## src/design/betu_pkg.sv

```systemverilog
// Shared constants and types for the bus event, trace and timing unit.
package betu_pkg;
	localparam int NUM_CH = 12;
	localparam int AW     = 32;
	localparam int DW     = 32;
	localparam int IRQW   = 8;
	localparam int TS_W   = 32;
	localparam int MC_W   = 24;
	localparam int EC_W   = 16;
	localparam int PTR_W  = 16;

	localparam logic [1:0] SZ_BYTE = 2'h0;
	localparam logic [1:0] SZ_WORD = 2'h1;
	localparam logic [1:0] SZ_LONG = 2'h2;

	localparam logic TRC_STAMP = 1'b0;
	localparam logic TRC_IRQ   = 1'b1;

	localparam logic [1:0] RES_20NS  = 2'h0;
	localparam logic [1:0] RES_1U6   = 2'h1;
	localparam logic [1:0] RES_52US  = 2'h2;
	localparam logic [1:0] RES_CLOCK = 2'h3;

	localparam int CLK_PS      = 25000;
	localparam int RES_20NS_PS = 20000;
	localparam int RES_1U6_PS  = 1600000;
	localparam int RES_52US_PS = 52000000;
	localparam int RES_20NS_CYC = (RES_20NS_PS / CLK_PS < 1) ? 1 : RES_20NS_PS / CLK_PS;
	localparam int RES_1U6_CYC  = (RES_1U6_PS / CLK_PS < 1) ? 1 : RES_1U6_PS / CLK_PS;
	localparam int RES_52US_CYC = (RES_52US_PS / CLK_PS < 1) ? 1 : RES_52US_PS / CLK_PS;
	localparam int RES_CNT_W    = 12;

	localparam int BRK_DELAY_CYC  = 3;
	localparam int TRACE_TAIL_BUS = 4;
	localparam int SETTLE_BUS     = 6;
	localparam int PROF_CH_LO     = 8;
	localparam int PROF_CH_HI     = 11;
	localparam logic [EC_W-1:0] EVT_MAX = 16'hFFFF;
	localparam logic [MC_W-1:0] MC_MAX  = 24'hFFFFFF;

	typedef enum logic [2:0] {
		MM_P2P   = 3'h0,
		MM_RANGE = 3'h1,
		MM_R2R   = 3'h2,
		MM_ACC   = 3'h3,
		MM_CALL  = 3'h4
	} betu_mode_e;

	typedef enum logic [2:0] {
		TS_RUN  = 3'b001,
		TS_TAIL = 3'b010,
		TS_STOP = 3'b100
	} betu_trc_e;

	typedef enum logic [2:0] {
		MS_IDLE = 3'b001,
		MS_RUN  = 3'b010,
		MS_GAP  = 3'b100
	} betu_meas_e;

	typedef enum logic [2:0] {
		OWN_NONE  = 3'b001,
		OWN_TRACE = 3'b010,
		OWN_MEAS  = 3'b100
	} betu_own_e;
endpackage : betu_pkg

```

## src/design/betu_if.sv

```systemverilog
// Interface joining the target bus tap and the emulator event unit.
`timescale 1ns/1ps
interface betu_if;
	import betu_pkg::*;
	// Target bus cycle.
	logic                   cyc;
	logic [AW-1:0]          addr;
	logic [DW-1:0]          data;
	logic [1:0]             size;
	logic                   fetch;
	logic [IRQW-1:0]        irq;
	// Channel conditions.
	logic [NUM_CH-1:0]         ch_en;
	logic [NUM_CH-1:0][AW-1:0] ch_addr;
	logic [NUM_CH-1:0][AW-1:0] ch_amask;
	logic [NUM_CH-1:0]         ch_den;
	logic [NUM_CH-1:0][DW-1:0] ch_data;
	logic [NUM_CH-1:0][DW-1:0] ch_dmask;
	logic [NUM_CH-1:0][1:0]    ch_dsize;

	modport emu (input cyc, addr, data, size, fetch, irq,
		ch_en, ch_addr, ch_amask, ch_den, ch_data, ch_dmask, ch_dsize);
	modport tgt (output cyc, addr, data, size, fetch, irq,
		ch_en, ch_addr, ch_amask, ch_den, ch_data, ch_dmask, ch_dsize);
endinterface : betu_if

```

## src/design/betu_event_unit.sv

```systemverilog
// Emulator-side end: bus event matching, break, trace capture and timing.
`timescale 1ns/1ps
module betu_event_unit (
	// Clock and reset.
	input  wire logic                        clk,
	input  wire logic                        resetn,
	// Link.
	betu_if.emu                              lnk,
	// Break control.
	input  wire logic                        brk_en,
	input  wire logic                        prof_active,
	output logic                             break_req,
	// Trace control.
	input  wire logic                        trc_arm,
	input  wire logic                        trc_content_sel,
	input  wire logic                        trc_p2p_en,
	input  wire logic [betu_pkg::NUM_CH-1:0] trc_stop_mask,
	output logic                             trc_stopped,
	// Trace records.
	output logic                             rec_valid,
	output logic [betu_pkg::AW-1:0]          rec_addr,
	output logic [betu_pkg::DW-1:0]          rec_data,
	output logic [betu_pkg::TS_W-1:0]        rec_stamp,
	output logic [betu_pkg::IRQW-1:0]        rec_irq,
	output logic [betu_pkg::PTR_W-1:0]       trace_record_pointer,
	// Measurement control.
	input  wire logic                        meas_en,
	input  wire betu_pkg::betu_mode_e        meas_mode,
	input  wire logic [3:0]                  meas_start_ch,
	input  wire logic [3:0]                  meas_end_ch,
	input  wire logic [1:0]                  res_sel,
	input  wire logic                        meas_clear,
	// Measurement results and channel 1 ownership.
	output logic [betu_pkg::MC_W-1:0]        meas_cnt,
	output logic                             meas_ovf,
	output logic                             meas_busy,
	output logic [betu_pkg::EC_W-1:0]        evt_cnt,
	output betu_pkg::betu_own_e              ch1_owner
);
	import betu_pkg::*;

	logic [NUM_CH-1:0]        hit, ahit, brk_hit;
	logic [BRK_DELAY_CYC-1:0] brk_pipe_r;
	logic [TS_W-1:0]          ts_r;
	betu_trc_e                trc_r;
	logic [2:0]               tail_r;
	logic                     win_r;
	betu_own_e                own_r;
	betu_meas_e               ms_r;
	logic [RES_CNT_W-1:0]     pre_r, res_cyc;
	logic                     tick, m_start, m_end, in_rng, in_rng_prev_r, trc_rec, meas_req;

	////////////////////////////////////////////////////////////////////////////
	// Per-channel comparators.
	for (genvar g = 0; g < NUM_CH; g++) begin : g_ch
		logic [AW-1:0] am;
		logic          a_ok;
		logic          d_ok;
		always_comb begin
			am = lnk.ch_amask[g];
			if (lnk.ch_dsize[g] == SZ_LONG) am[1:0] = 2'h3;
			else if (lnk.ch_dsize[g] == SZ_WORD) am[0] = 1'b1;
		end
		// A byte condition keeps bits 1:0 so odd and even addresses are told apart.
		assign a_ok = ((lnk.addr ^ lnk.ch_addr[g]) & ~am) == '0;
		assign d_ok = !lnk.ch_den[g] || ((lnk.size == lnk.ch_dsize[g]) &&
			(((lnk.data ^ lnk.ch_data[g]) & ~lnk.ch_dmask[g]) == '0));
		assign ahit[g] = lnk.cyc && lnk.ch_en[g] && a_ok;
		assign hit[g]  = ahit[g] && d_ok;
		assign brk_hit[g] = hit[g] && !(prof_active && g >= PROF_CH_LO &&
			g <= PROF_CH_HI);
	end

	////////////////////////////////////////////////////////////////////////////
	// Break is issued late so the core may run slightly past the access.
	always_ff @(posedge clk or negedge resetn) begin
		if (!resetn) brk_pipe_r <= '0;
		else brk_pipe_r <= {brk_pipe_r[BRK_DELAY_CYC-2:0], brk_en && (|brk_hit)};
	end
	assign break_req = brk_pipe_r[BRK_DELAY_CYC-1];

	always_ff @(posedge clk or negedge resetn) begin
		if (!resetn) ts_r <= '0;
		else ts_r <= ts_r + 32'h1;
	end

	////////////////////////////////////////////////////////////////////////////
	// Channel 1 ownership; trace wins a same-cycle tie.
	assign meas_req = meas_en && (meas_start_ch == 4'h0 || meas_end_ch == 4'h0);
	always_ff @(posedge clk or negedge resetn) begin
		if (!resetn) begin
			own_r <= OWN_NONE;
		end else begin
			case (own_r)
				OWN_NONE: begin
					if (trc_p2p_en) begin
						own_r <= OWN_TRACE;
					end else if (meas_req) begin
						own_r <= OWN_MEAS;
					end
				end
				OWN_TRACE: if (!trc_p2p_en) own_r <= OWN_NONE;
				OWN_MEAS:  if (!meas_req) own_r <= OWN_NONE;
				default: own_r <= OWN_NONE;
			endcase
		end
	end
	assign ch1_owner = own_r;

	////////////////////////////////////////////////////////////////////////////
	// Trace capture. Point-to-point opens on channel 1 and closes on channel 2.
	always_ff @(posedge clk or negedge resetn) begin
		if (!resetn) win_r <= 1'b0;
		else if (trc_arm || own_r != OWN_TRACE) win_r <= 1'b0;
		else if (hit[0]) win_r <= 1'b1;
		else if (hit[1]) win_r <= 1'b0;
	end
	assign trc_rec = lnk.cyc && trc_r != TS_STOP && (!trc_p2p_en ||
		(own_r == OWN_TRACE && (win_r || hit[0])));

	always_ff @(posedge clk or negedge resetn) begin
		if (!resetn) begin
			trc_r  <= TS_RUN;
			tail_r <= '0;
		end else if (trc_arm) begin
			trc_r  <= TS_RUN;
			tail_r <= '0;
		end else begin
			case (trc_r)
				TS_RUN: begin
					if (|(hit & trc_stop_mask)) begin
						trc_r  <= TS_TAIL;
						tail_r <= 3'(TRACE_TAIL_BUS);
					end
				end
				TS_TAIL: begin
					if (lnk.cyc) begin
						tail_r <= tail_r - 3'h1;
						if (tail_r == 3'h1) trc_r <= TS_STOP;
					end
				end
				TS_STOP: trc_r <= TS_STOP;
				default: trc_r <= TS_STOP;
			endcase
		end
	end
	assign trc_stopped = (trc_r == TS_STOP);

	always_ff @(posedge clk or negedge resetn) begin
		if (!resetn) begin
			rec_valid            <= 1'b0;
			rec_addr             <= '0;
			rec_data             <= '0;
			rec_stamp            <= '0;
			rec_irq              <= '0;
			trace_record_pointer <= '0;
		end else begin
			rec_valid <= trc_rec && !trc_arm;
			if (trc_arm) trace_record_pointer <= '0;
			else if (trc_rec) begin
				rec_addr             <= lnk.addr;
				rec_data             <= lnk.data;
				trace_record_pointer <= trace_record_pointer + 16'h1;
				if (trc_content_sel == TRC_IRQ) begin
					rec_stamp <= {ts_r[TS_W-1:16], 16'h0000};
					rec_irq   <= lnk.irq;
				end else begin
					rec_stamp <= ts_r;
					rec_irq   <= '0;
				end
			end
		end
	end

	////////////////////////////////////////////////////////////////////////////
	// Resolution prescaler runs freely so a short gap keeps its phase.
	always_comb begin
		case (res_sel)
			RES_20NS: res_cyc = RES_CNT_W'(RES_20NS_CYC);
			RES_1U6:  res_cyc = RES_CNT_W'(RES_1U6_CYC);
			RES_52US: res_cyc = RES_CNT_W'(RES_52US_CYC);
			default:  res_cyc = 12'h001;
		endcase
	end
	assign tick = (pre_r >= res_cyc - 12'h001);
	always_ff @(posedge clk or negedge resetn) begin
		if (!resetn) pre_r <= '0;
		else pre_r <= tick ? '0 : pre_r + 12'h001;
	end

	// Only prefetch addresses start or end a timed interval.
	always_comb begin
		in_rng  = lnk.fetch && ahit[meas_start_ch];
		m_start = in_rng && (meas_start_ch != 4'h0 || own_r == OWN_MEAS);
		m_end   = lnk.fetch && ahit[meas_end_ch] &&
			(meas_end_ch != 4'h0 || own_r == OWN_MEAS);
		if (meas_mode == MM_RANGE) begin
			m_end = lnk.cyc && lnk.fetch && !in_rng;
		end
	end

	always_ff @(posedge clk or negedge resetn) begin
		if (!resetn) ms_r <= MS_IDLE;
		else if (!meas_en || meas_mode == MM_ACC || meas_mode == MM_CALL) ms_r <= MS_IDLE;
		else begin
			case (ms_r)
				MS_IDLE: if (m_start) ms_r <= MS_RUN;
				MS_RUN:  if (m_end) ms_r <= MS_GAP;
				MS_GAP: begin
					if (m_start) ms_r <= MS_RUN;
					else if (tick) ms_r <= MS_IDLE;
				end
				default: ms_r <= MS_IDLE;
			endcase
		end
	end
	assign meas_busy = (ms_r != MS_IDLE);

	// The gap state still counts, so a restart within one period loses nothing.
	always_ff @(posedge clk or negedge resetn) begin
		if (!resetn) begin
			meas_cnt <= '0;
			meas_ovf <= 1'b0;
		end else begin
			if (meas_clear) meas_cnt <= '0;
			else if (tick && ms_r != MS_IDLE && meas_cnt != MC_MAX) begin
				meas_cnt <= meas_cnt + 24'h1;
			end
			if (tick && ms_r != MS_IDLE && meas_cnt == MC_MAX) meas_ovf <= 1'b1;
			else if (meas_clear) meas_ovf <= 1'b0;
		end
	end

	////////////////////////////////////////////////////////////////////////////
	// Access count takes any cycle in range; call count takes range entries.
	always_ff @(posedge clk or negedge resetn) begin
		if (!resetn) begin
			evt_cnt       <= '0;
			in_rng_prev_r <= 1'b0;
		end else begin
			if (lnk.cyc && lnk.fetch) in_rng_prev_r <= in_rng;
			if (meas_clear) evt_cnt <= '0;
			else if (meas_en && evt_cnt != EVT_MAX && (
				(meas_mode == MM_ACC && ahit[meas_start_ch]) ||
				(meas_mode == MM_CALL && in_rng && !in_rng_prev_r))) begin
				evt_cnt <= evt_cnt + 16'h1;
			end
		end
	end
endmodule : betu_event_unit

```

## src/flat_wrapper.sv

```systemverilog
// flat-port wrapper written by rule: the top's interface ports become plain ports
module betu_event_unit_flat import betu_pkg::*;
  (clk, resetn, brk_en, prof_active, break_req, trc_arm, trc_content_sel, trc_p2p_en, trc_stop_mask, trc_stopped, rec_valid, rec_addr, rec_data, rec_stamp, rec_irq, trace_record_pointer, meas_en, meas_mode, meas_start_ch, meas_end_ch, res_sel, meas_clear, meas_cnt, meas_ovf, meas_busy, evt_cnt, ch1_owner, lnk_cyc, lnk_addr, lnk_data, lnk_size, lnk_fetch, lnk_irq, lnk_ch_en, lnk_ch_addr, lnk_ch_amask, lnk_ch_den, lnk_ch_data, lnk_ch_dmask, lnk_ch_dsize);
  betu_if lnk_i ();
  input  wire logic clk;
  input  wire logic resetn;
  input  wire logic brk_en;
  input  wire logic prof_active;
  output logic break_req;
  input  wire logic trc_arm;
  input  wire logic trc_content_sel;
  input  wire logic trc_p2p_en;
  input  wire logic [betu_pkg::NUM_CH-1:0] trc_stop_mask;
  output logic trc_stopped;
  output logic rec_valid;
  output logic [betu_pkg::AW-1:0] rec_addr;
  output logic [betu_pkg::DW-1:0] rec_data;
  output logic [betu_pkg::TS_W-1:0] rec_stamp;
  output logic [betu_pkg::IRQW-1:0] rec_irq;
  output logic [betu_pkg::PTR_W-1:0] trace_record_pointer;
  input  wire logic meas_en;
  input  wire betu_pkg::betu_mode_e meas_mode;
  input  wire logic [3:0] meas_start_ch;
  input  wire logic [3:0] meas_end_ch;
  input  wire logic [1:0] res_sel;
  input  wire logic meas_clear;
  output logic [betu_pkg::MC_W-1:0] meas_cnt;
  output logic meas_ovf;
  output logic meas_busy;
  output logic [betu_pkg::EC_W-1:0] evt_cnt;
  output betu_pkg::betu_own_e ch1_owner;
  input wire logic [$bits(lnk_i.cyc)-1:0] lnk_cyc;
  input wire logic [$bits(lnk_i.addr)-1:0] lnk_addr;
  input wire logic [$bits(lnk_i.data)-1:0] lnk_data;
  input wire logic [$bits(lnk_i.size)-1:0] lnk_size;
  input wire logic [$bits(lnk_i.fetch)-1:0] lnk_fetch;
  input wire logic [$bits(lnk_i.irq)-1:0] lnk_irq;
  input wire logic [$bits(lnk_i.ch_en)-1:0] lnk_ch_en;
  input wire logic [$bits(lnk_i.ch_addr)-1:0] lnk_ch_addr;
  input wire logic [$bits(lnk_i.ch_amask)-1:0] lnk_ch_amask;
  input wire logic [$bits(lnk_i.ch_den)-1:0] lnk_ch_den;
  input wire logic [$bits(lnk_i.ch_data)-1:0] lnk_ch_data;
  input wire logic [$bits(lnk_i.ch_dmask)-1:0] lnk_ch_dmask;
  input wire logic [$bits(lnk_i.ch_dsize)-1:0] lnk_ch_dsize;
  assign lnk_i.cyc = lnk_cyc;
  assign lnk_i.addr = lnk_addr;
  assign lnk_i.data = lnk_data;
  assign lnk_i.size = lnk_size;
  assign lnk_i.fetch = lnk_fetch;
  assign lnk_i.irq = lnk_irq;
  assign lnk_i.ch_en = lnk_ch_en;
  assign lnk_i.ch_addr = lnk_ch_addr;
  assign lnk_i.ch_amask = lnk_ch_amask;
  assign lnk_i.ch_den = lnk_ch_den;
  assign lnk_i.ch_data = lnk_ch_data;
  assign lnk_i.ch_dmask = lnk_ch_dmask;
  assign lnk_i.ch_dsize = lnk_ch_dsize;
  betu_event_unit u_core (.clk(clk), .resetn(resetn), .lnk(lnk_i), .brk_en(brk_en), .prof_active(prof_active), .break_req(break_req), .trc_arm(trc_arm), .trc_content_sel(trc_content_sel), .trc_p2p_en(trc_p2p_en), .trc_stop_mask(trc_stop_mask), .trc_stopped(trc_stopped), .rec_valid(rec_valid), .rec_addr(rec_addr), .rec_data(rec_data), .rec_stamp(rec_stamp), .rec_irq(rec_irq), .trace_record_pointer(trace_record_pointer), .meas_en(meas_en), .meas_mode(meas_mode), .meas_start_ch(meas_start_ch), .meas_end_ch(meas_end_ch), .res_sel(res_sel), .meas_clear(meas_clear), .meas_cnt(meas_cnt), .meas_ovf(meas_ovf), .meas_busy(meas_busy), .evt_cnt(evt_cnt), .ch1_owner(ch1_owner));
endmodule
```

## config.mk

```make
export PLATFORM = sky130hd
export DESIGN_NAME = betu_event_unit_flat
export DESIGN_NICKNAME = d
export VERILOG_FILES = /design/src/design/betu_pkg.sv /design/src/design/betu_if.sv /design/src/design/betu_event_unit.sv /design/src/flat_wrapper.sv
export SDC_FILE = /design/constraint.sdc
export NUM_CORES = 1
export LEC_CHECK = 0
export ABC_CLOCK_PERIOD_IN_PS = 2800
export BUFFER_PORTS_ARGS = -buffer_cell sky130_fd_sc_hd__clkbuf_2
export CELL_PAD_IN_SITES_DETAIL_PLACEMENT = 0
export CELL_PAD_IN_SITES_GLOBAL_PLACEMENT = 2
export CORE_AREA = 2 2 735 737
export DETAILED_ROUTE_END_ITERATION = 16
export DIE_AREA = 0 0 737 739
export GPL_TIMING_DRIVEN = 0
export MAX_ROUTING_LAYER = met4
export PLACE_DENSITY_LB_ADDON = 0.1
export SLEW_MARGIN = 40
export SYNTH_ARGS = -nofsm -noshare
export SYNTH_HDL_FRONTEND = slang
export SYNTH_SLANG_ARGS = --single-unit
```

## constraint.sdc

```tcl
create_clock -name clk -period 2.8 [get_ports clk]
set_input_delay 0.14 -clock clk [delete_from_list [all_inputs] [get_ports clk]]
set_output_delay 0.14 -clock clk [all_outputs]
set_load 0.02 [all_outputs]
```

# Word level (Yosys, flattened, before mapping)
# Cells that the tools add are included.
[totals] reg_bits=223 input_bits=1694 output_inout_bits=168 word_cells=396
[op_classes] addsub=7 n_lt_le_gt_ge=3 eq_ne=66 muxes=76 n_bitwise=74 n_reduce_logical=152
[op_table] operator="bitwise AND 32 bit" count=24
[op_table] operator="logical NOT 32 bit" count=24
[op_table] operator="NOT 32 bit" count=24
[op_table] operator="bitwise XOR 32 bit" count=24
[op_table] operator="two-way mux 16 bit" count=5
[op_table] operator="logical AND 1 bit" count=72
[op_table] operator="two-way mux 24 bit" count=2
[op_table] operator="two-way mux 3 bit" count=16
[op_table] operator="two-way mux 1 bit" count=44
[op_table] operator="adder 16 x 1 -> 16 bit, second input constant" count=2
[op_table] operator="adder 32 x 1 -> 32 bit, second input constant" count=1
[op_table] operator="equality test 2 x 1 -> 1 bit, second input constant" count=13
[op_table] operator="equality test 2 bit, second input constant" count=13
[op_table] operator="adder 24 x 1 -> 24 bit, second input constant" count=1
[op_table] operator="equality test 2 bit" count=12
[op_table] operator="equality test 24 bit, second input constant" count=1
[op_table] operator="!= test 24 bit, second input constant" count=1
[op_table] operator="case mux 12 bit (2 select lines)" count=1
[op_table] operator="OR reduction 12 bit" count=2
[op_table] operator="logical OR 1 bit" count=21
[op_table] operator="logical NOT 1 bit" count=18
[op_table] operator="case mux 3 bit (3 select lines)" count=2
[op_table] operator="!= test 16 bit, second input constant" count=1
[op_table] operator="equality test 3 x 1 -> 1 bit, second input constant" count=5
[op_table] operator="24 further kinds" count=49

# Depth between registers and ports, before layout
[logic_depth] ltp_word=16 ltp_mapped=16 mapped_depth_nobuf=14

# Least setup slack after synthesis
# OpenSTA, ideal clock, no wires.
[synth_timing] path_type="input to register" start="in lnk_addr[31]" end="reg u_core.evt_cnt[9] in the netlist's numbering" setup_ns=0.078 arrival_time_ns=2.664 required_time_ns=2.722 slack_ns=0.058 path_stages=13 path_buffers=3 cell_sequence="clkbuf_1 > buf_2 > xnor2_1 > nor2_1 > nor4_1 > nand4_1 > nor3b_1 > a222oi_1 > a21oi_4 > nand2_4 > buf_6 > or4_1 > a21oi_1"
[synth_via] elab_chain_len=12 word_cells_on_any_way=57 cone_classes="mux (2); bitwise (24); reduce/logical (31)"
[synth_lines] element="from (decl)" line_no="flat_wrapper.sv:33" text="input wire logic [$bits(lnk_i.addr)-1:0] lnk_addr;"
[synth_lines] element="bitwise XOR 32 bit" line_no="betu_event_unit.sv:65" text="assign a_ok = ((lnk.addr ^ lnk.ch_addr[g]) & ~am) == '0;"
[synth_lines] element="bitwise AND 32 bit" line_no="betu_event_unit.sv:65"
[synth_lines] element="logical NOT 32 bit" line_no="betu_event_unit.sv:65"
[synth_lines] element="logical AND 1 bit" line_no="betu_event_unit.sv:68" text="assign ahit[g] = lnk.cyc && lnk.ch_en[g] && a_ok;"
[synth_lines] element="binary-select mux 1 bit (select 4 bit) *" line_no="betu_event_unit.sv:193, betu_event_unit.sv:244"
[synth_lines] element="two-way mux 1 bit (implied by the code) *" line_no="betu_event_unit.sv:193, betu_event_unit.sv:244"
[synth_lines] element="logical AND 1 bit" line_no="betu_event_unit.sv:193" text="in_rng = lnk.fetch && ahit[meas_start_ch];"
[synth_lines] element="logical AND 1 bit (2 in series)" line_no="betu_event_unit.sv:245" text="(meas_mode == MM_CALL && in_rng && !in_rng_prev_r))) begin"
[synth_lines] element="logical OR 1 bit *" line_no="betu_event_unit.sv:244" text="(meas_mode == MM_ACC && ahit[meas_start_ch]) ||"
[synth_lines] element="logical AND 1 bit *" line_no="betu_event_unit.sv:243" text="else if (meas_en && evt_cnt != EVT_MAX && ("
[synth_lines] element="nonzero test 2 bit (no line) *"
[synth_lines] element="to (signal assigned)" line_no="betu_event_unit.sv:246" text="evt_cnt <= evt_cnt + 16'h1;"
[synth_lines] element="to (decl)" line_no="betu_event_unit.sv:37" text="output logic [betu_pkg::EC_W-1:0] evt_cnt,"
# Every way passes the cells marked *; elsewhere a longest branch is shown, timed or not. The select of a mux whose other input is x is not followed.
# A chain may end at the register's enable or synchronous reset.

# Final worst setup path
[layout_timing] start="in lnk_data[3]" end="reg u_core.tail_r[1]"
[layout_via] elab_chain_len=10 word_cells_on_any_way=76 cone_classes="eq/ne (1); bitwise (25); reduce/logical (50)"
[layout_lines] element="from (decl)" line_no="flat_wrapper.sv:34" text="input wire logic [$bits(lnk_i.data)-1:0] lnk_data;"
[layout_lines] element="bitwise XOR 32 bit" line_no="betu_event_unit.sv:67" text="(((lnk.data ^ lnk.ch_data[g]) & ~lnk.ch_dmask[g]) == '0));"
[layout_lines] element="bitwise AND 32 bit" line_no="betu_event_unit.sv:67"
[layout_lines] element="logical NOT 32 bit" line_no="betu_event_unit.sv:67"
[layout_lines] element="logical AND 1 bit" line_no="betu_event_unit.sv:66" text="assign d_ok = !lnk.ch_den[g] || ((lnk.size == lnk.ch_dsize[g]) &&"
[layout_lines] element="logical OR 1 bit" line_no="betu_event_unit.sv:66"
[layout_lines] element="logical AND 1 bit" line_no="betu_event_unit.sv:69" text="assign hit[g] = ahit[g] && d_ok;"
[layout_lines] element="bitwise AND 12 bit *" line_no="betu_event_unit.sv:131" text="if (|(hit & trc_stop_mask)) begin"
[layout_lines] element="OR reduction 12 bit *" line_no="betu_event_unit.sv:131"
[layout_lines] element="!= test 3 x 2 -> 1 bit (no line) *"
[layout_lines] element="AND reduction 3 bit (no line) *"
[layout_lines] element="to (signal assigned)" line_no="betu_event_unit.sv:133" text="tail_r <= 3'(TRACE_TAIL_BUS);"
[layout_lines] element="to (signal assigned)" line_no="betu_event_unit.sv:138" text="tail_r <= tail_r - 3'h1;"
[layout_lines] element="to (decl)" line_no="betu_event_unit.sv:46" text="logic [2:0] tail_r;"
# Every way passes the cells marked *; elsewhere a longest branch is shown, timed or not.

==> impl_metrics.yaml <==
grt:
  grt_pass1_vias: 35700
  track_usage_pct: 16.3
  antenna_found_initial: 474
  grt_pass1_wl_um: 530000
  grt_max_degree: 47
  grt-ovfl-total: 0
floorplanning:
  num_rows: 269
  ioPinCount: 1862
  die_y_um: 739
  core_region_area_mm2: 0.536
  initial_core_util_pct: 4.29
  die-area_mm2: 0.545
  die_w_um: 737
clocking:
  htreeDepth: 2
  insertion_delay_ns: 0.68
  cts_sinks: 223
  numCtsBuffers: 42
  clockBufferDepth: 3
  clk_pin_slew_ns: 0.05
  clockRootBuffer: "clkbuf_16"
  tritoncts: "built"
finish:
  syn_to_final_growth_pct: 128
  mostFrequentLayoutCell: "clkbuf_2"
  drive_gt1_share_pct: 57.8
  layout.nets: 6619
  final_cell_mix: "clkbuf_2, xnor2_1, o22ai_1"
  utilization_pct: 9.78
timing:
  final-setup-viol-count: 35
  drv_slew: 0
  hold_ws_ns: 0.0458
  fin_tns_setup_ns: -1.45
  rsz0062_at_grt: "yes"
  skew_ns: 0.0444
  setup_slack_ns: -0.214
  fin_crit_ns: 3.01
  timing.fmax_mhz: 332
  hold_violations: 0
  slew-limit-headroom_pct: 41.8
  fin_crit_sh_pct: 108
  worst_slew_pin_slew_ns: 0.866
min_path:
  min_from: "lnk_ch_den[3]"
  min_path_cells: 5
  min_to: "u_core.brk_pipe_r[0]"
  hp-class: "input port to register"
drt:
  wl_per_cell_um: 36.5
  drt_iter0_drc: 1518
  route.met3.wl_um: 36000
  postRouteAntennaNets: 0
  top_layer: "met4"
  met1_length_um: 155000
  route.detailed.drc: 0
  firstDrtPassIters: 7
  viasPerCell: 2.73
  wl_met2_um: 246000
  routed_wl_um: 449000
  num_vias: 33600
place:
  hpwl_um: 404000
  place_congestion: 0.875
  numPortBuffers: 1796
logic_synthesis:
  syn_inst: 2720
  synth_warnings: 0
  synth_top_area_share_pct: 30.7
  synth_seq_cells: 223
  syn_nets: 4431
  synth-edff-count: 0
  yosys.area.top_type: "xnor2_1"
  yosysUniqueCellTypes: 73
  syn_area_mm2: 0.0230
  ys_seq_area_share_pct: 24.3
  synth_area_leaders: "xnor2_1, dfrtp_1, o22ai_1"
  syn_area_per_cell_um2: 8.46
  async_reset_ff_share_pct: 100
  synth-main-ff-cell: "dfrtp_1"
setup_path:
  path_class: "input port to register"
  crit_path_start_kind: "input port"
  rr_endpoint: "u_core.evt_cnt[3]"
  reg2regPathDepth: 13
  worstPathArrival_ns: 3.54
  path_max_fanout: 10
  rrSetupSlack_ns: 0.10
  cp.required_ns: 3.33
  endpoint_kind: "register"
  r2r_start: "u_core.evt_cnt[2]"
power_and_ir_drop:
  p_leak_nw: 20.5
  power_density_mw_per_mm2: 356
  ir_drop_mv: 0.370
run_status:
  violations: "negative setup slack"
  status: "finished, violations left"
run:
  cap_violations: 0
[where the power goes]
group,internal [W],total (W),switching [W]
registers,0.00355,0.00379,0.000245
logic,0.00382,0.00923,0.00540
clock network,0.00334,0.00566,0.00232
total,0.0107,0.0187,0.00797
[routing by layer]
metal  up-vias  global-route usage, %
met5         -                      -
met4         0                   2.70
met3       681                   5.06
met2      1979                   31.8
met1     16300                   15.9
li1      14600                      -
[critical path, cell delays in order]
cell	delay, ns
clkbuf_4	0.20
buf_12	0.21
xnor2_4	0.26
o22ai_4	0.12
nor4_4	0.49
buf_6	0.24
nand4_1	0.32
o31ai_4	0.37
buf_12	0.16
a31oi_2	0.12
nand4_1	0.26
nor2_4	0.09
nor2_4	0.17
mux2_4	0.31
[cell families after synthesis]
group	share of synthesized area, %
xor+xnor	32.8
simple gates	15.7
compound gates	17.7
flops	24.3
buf+inv	4.24
mux	4.35
fa+ha+maj	0.925
other cells	0.0163
[flip-flops by register name, summed over array words and instances, names as in the netlist]
register / cells
u_core.in_rng_prev_r: 1
u_core.brk_pipe_r: 3
u_core.rec_addr: 32
u_core.meas_ovf: 1
u_core.rec_valid: 1
u_core.evt_cnt: 16
u_core.meas_cnt: 24
u_core.rec_stamp: 32
u_core.pre_r: 12
u_core.rec_data: 32
u_core.ms_r: 3
u_core.ts_r: 32
u_core.trace_record_pointer: 16
u_core.tail_r: 3
u_core.rec_irq: 8
u_core.win_r: 1
u_core.trc_r: 3
u_core.ch1_owner: 3
[synth_stat cells (5+ instances only)]
cell type / count
xnor2_1: 806
o22ai_1: 412
dfrtp_1: 220
nor2_1: 190
nor4_1: 118
nand2_1: 97
mux2_2: 83
clkbuf_1: 82
nand4_1: 65
nand3_1: 52
xor2_1: 51
inv_1: 46
o21ai_0: 45
nor3_1: 43
buf_1: 37
a21oi_1: 33
and3_1: 28
o211ai_1: 27
nand2b_1: 25
buf_4: 22
o31ai_1: 22
buf_2: 20
ha_1: 17
or4_1: 16
nor2b_1: 14
nor3b_1: 13
or3_1: 9
buf_6: 8
a211oi_1: 7
o221ai_1: 7
a21o_1: 6
and2_1: 6
and4_1: 6
o22a_1: 5
or2_2: 5
[how the worst max path moves through the flow]
stage	startpoint	to	slack [ns]	cells past startpoint
global placement	lnk_data[29]	u_core.rec_data[3]	-7.65	12
global route	lnk_data[8]	u_core.tail_r[1]	-0.24	13
finish	lnk_data[3]	u_core.tail_r[1]	-0.21	14
floorplan	lnk_addr[31]	u_core.evt_cnt[9]	0.06	13
CTS	lnk_data[31]	u_core.rec_addr[30]	-0.32	15
detailed placement	lnk_data[3]	u_core.tail_r[1]	-2.69	15
[metrics by stage]
| stage | instance area [µm²] | setup WS, ns | std cells | power [W] |
|---|---|---|---|---|
| 2_1_floorplan | 23000 | 0.0580 | 2720 | 0.00677 |
| 5_1_grt | 52400 | -0.243 | 12300 | 0.0197 |
| 6_report | 52400 | -0.214 | 12300 | 0.0187 |
| 3_5_place_dp | 43400 | -2.69 | 11800 | 0.0120 |
| 4_1_cts | 50600 | -0.323 | 12100 | 0.0192 |
| 3_3_place_gp | 41000 | -7.65 | 11700 | 0.0117 |
[layout make-up]
type	count	area, µm²
sequential	223	5590
fill	62700	483000
multi-input combinational	2282	20200
inverter	46	173
clock buffer	57	1190
antenna	180	450
tap	7181	8980
clock inverter	17	210
timing repair buffer	2148	13300
buffer	165	2250
[what timing repair did]
| item | CTS | global route |
|---|---|---|
| buffers inserted | 163 | 48 |
| resized for setup | 740 | 184 |
| hold endpoints to repair | 102 | 1 |
| hold buffers | 31 | 1 |
| setup endpoints to repair | 187 | 175 |
| pin swaps | 114 | 88 |
| cloned | 8 | 1 |
Power figures use the tool's default switching activity.
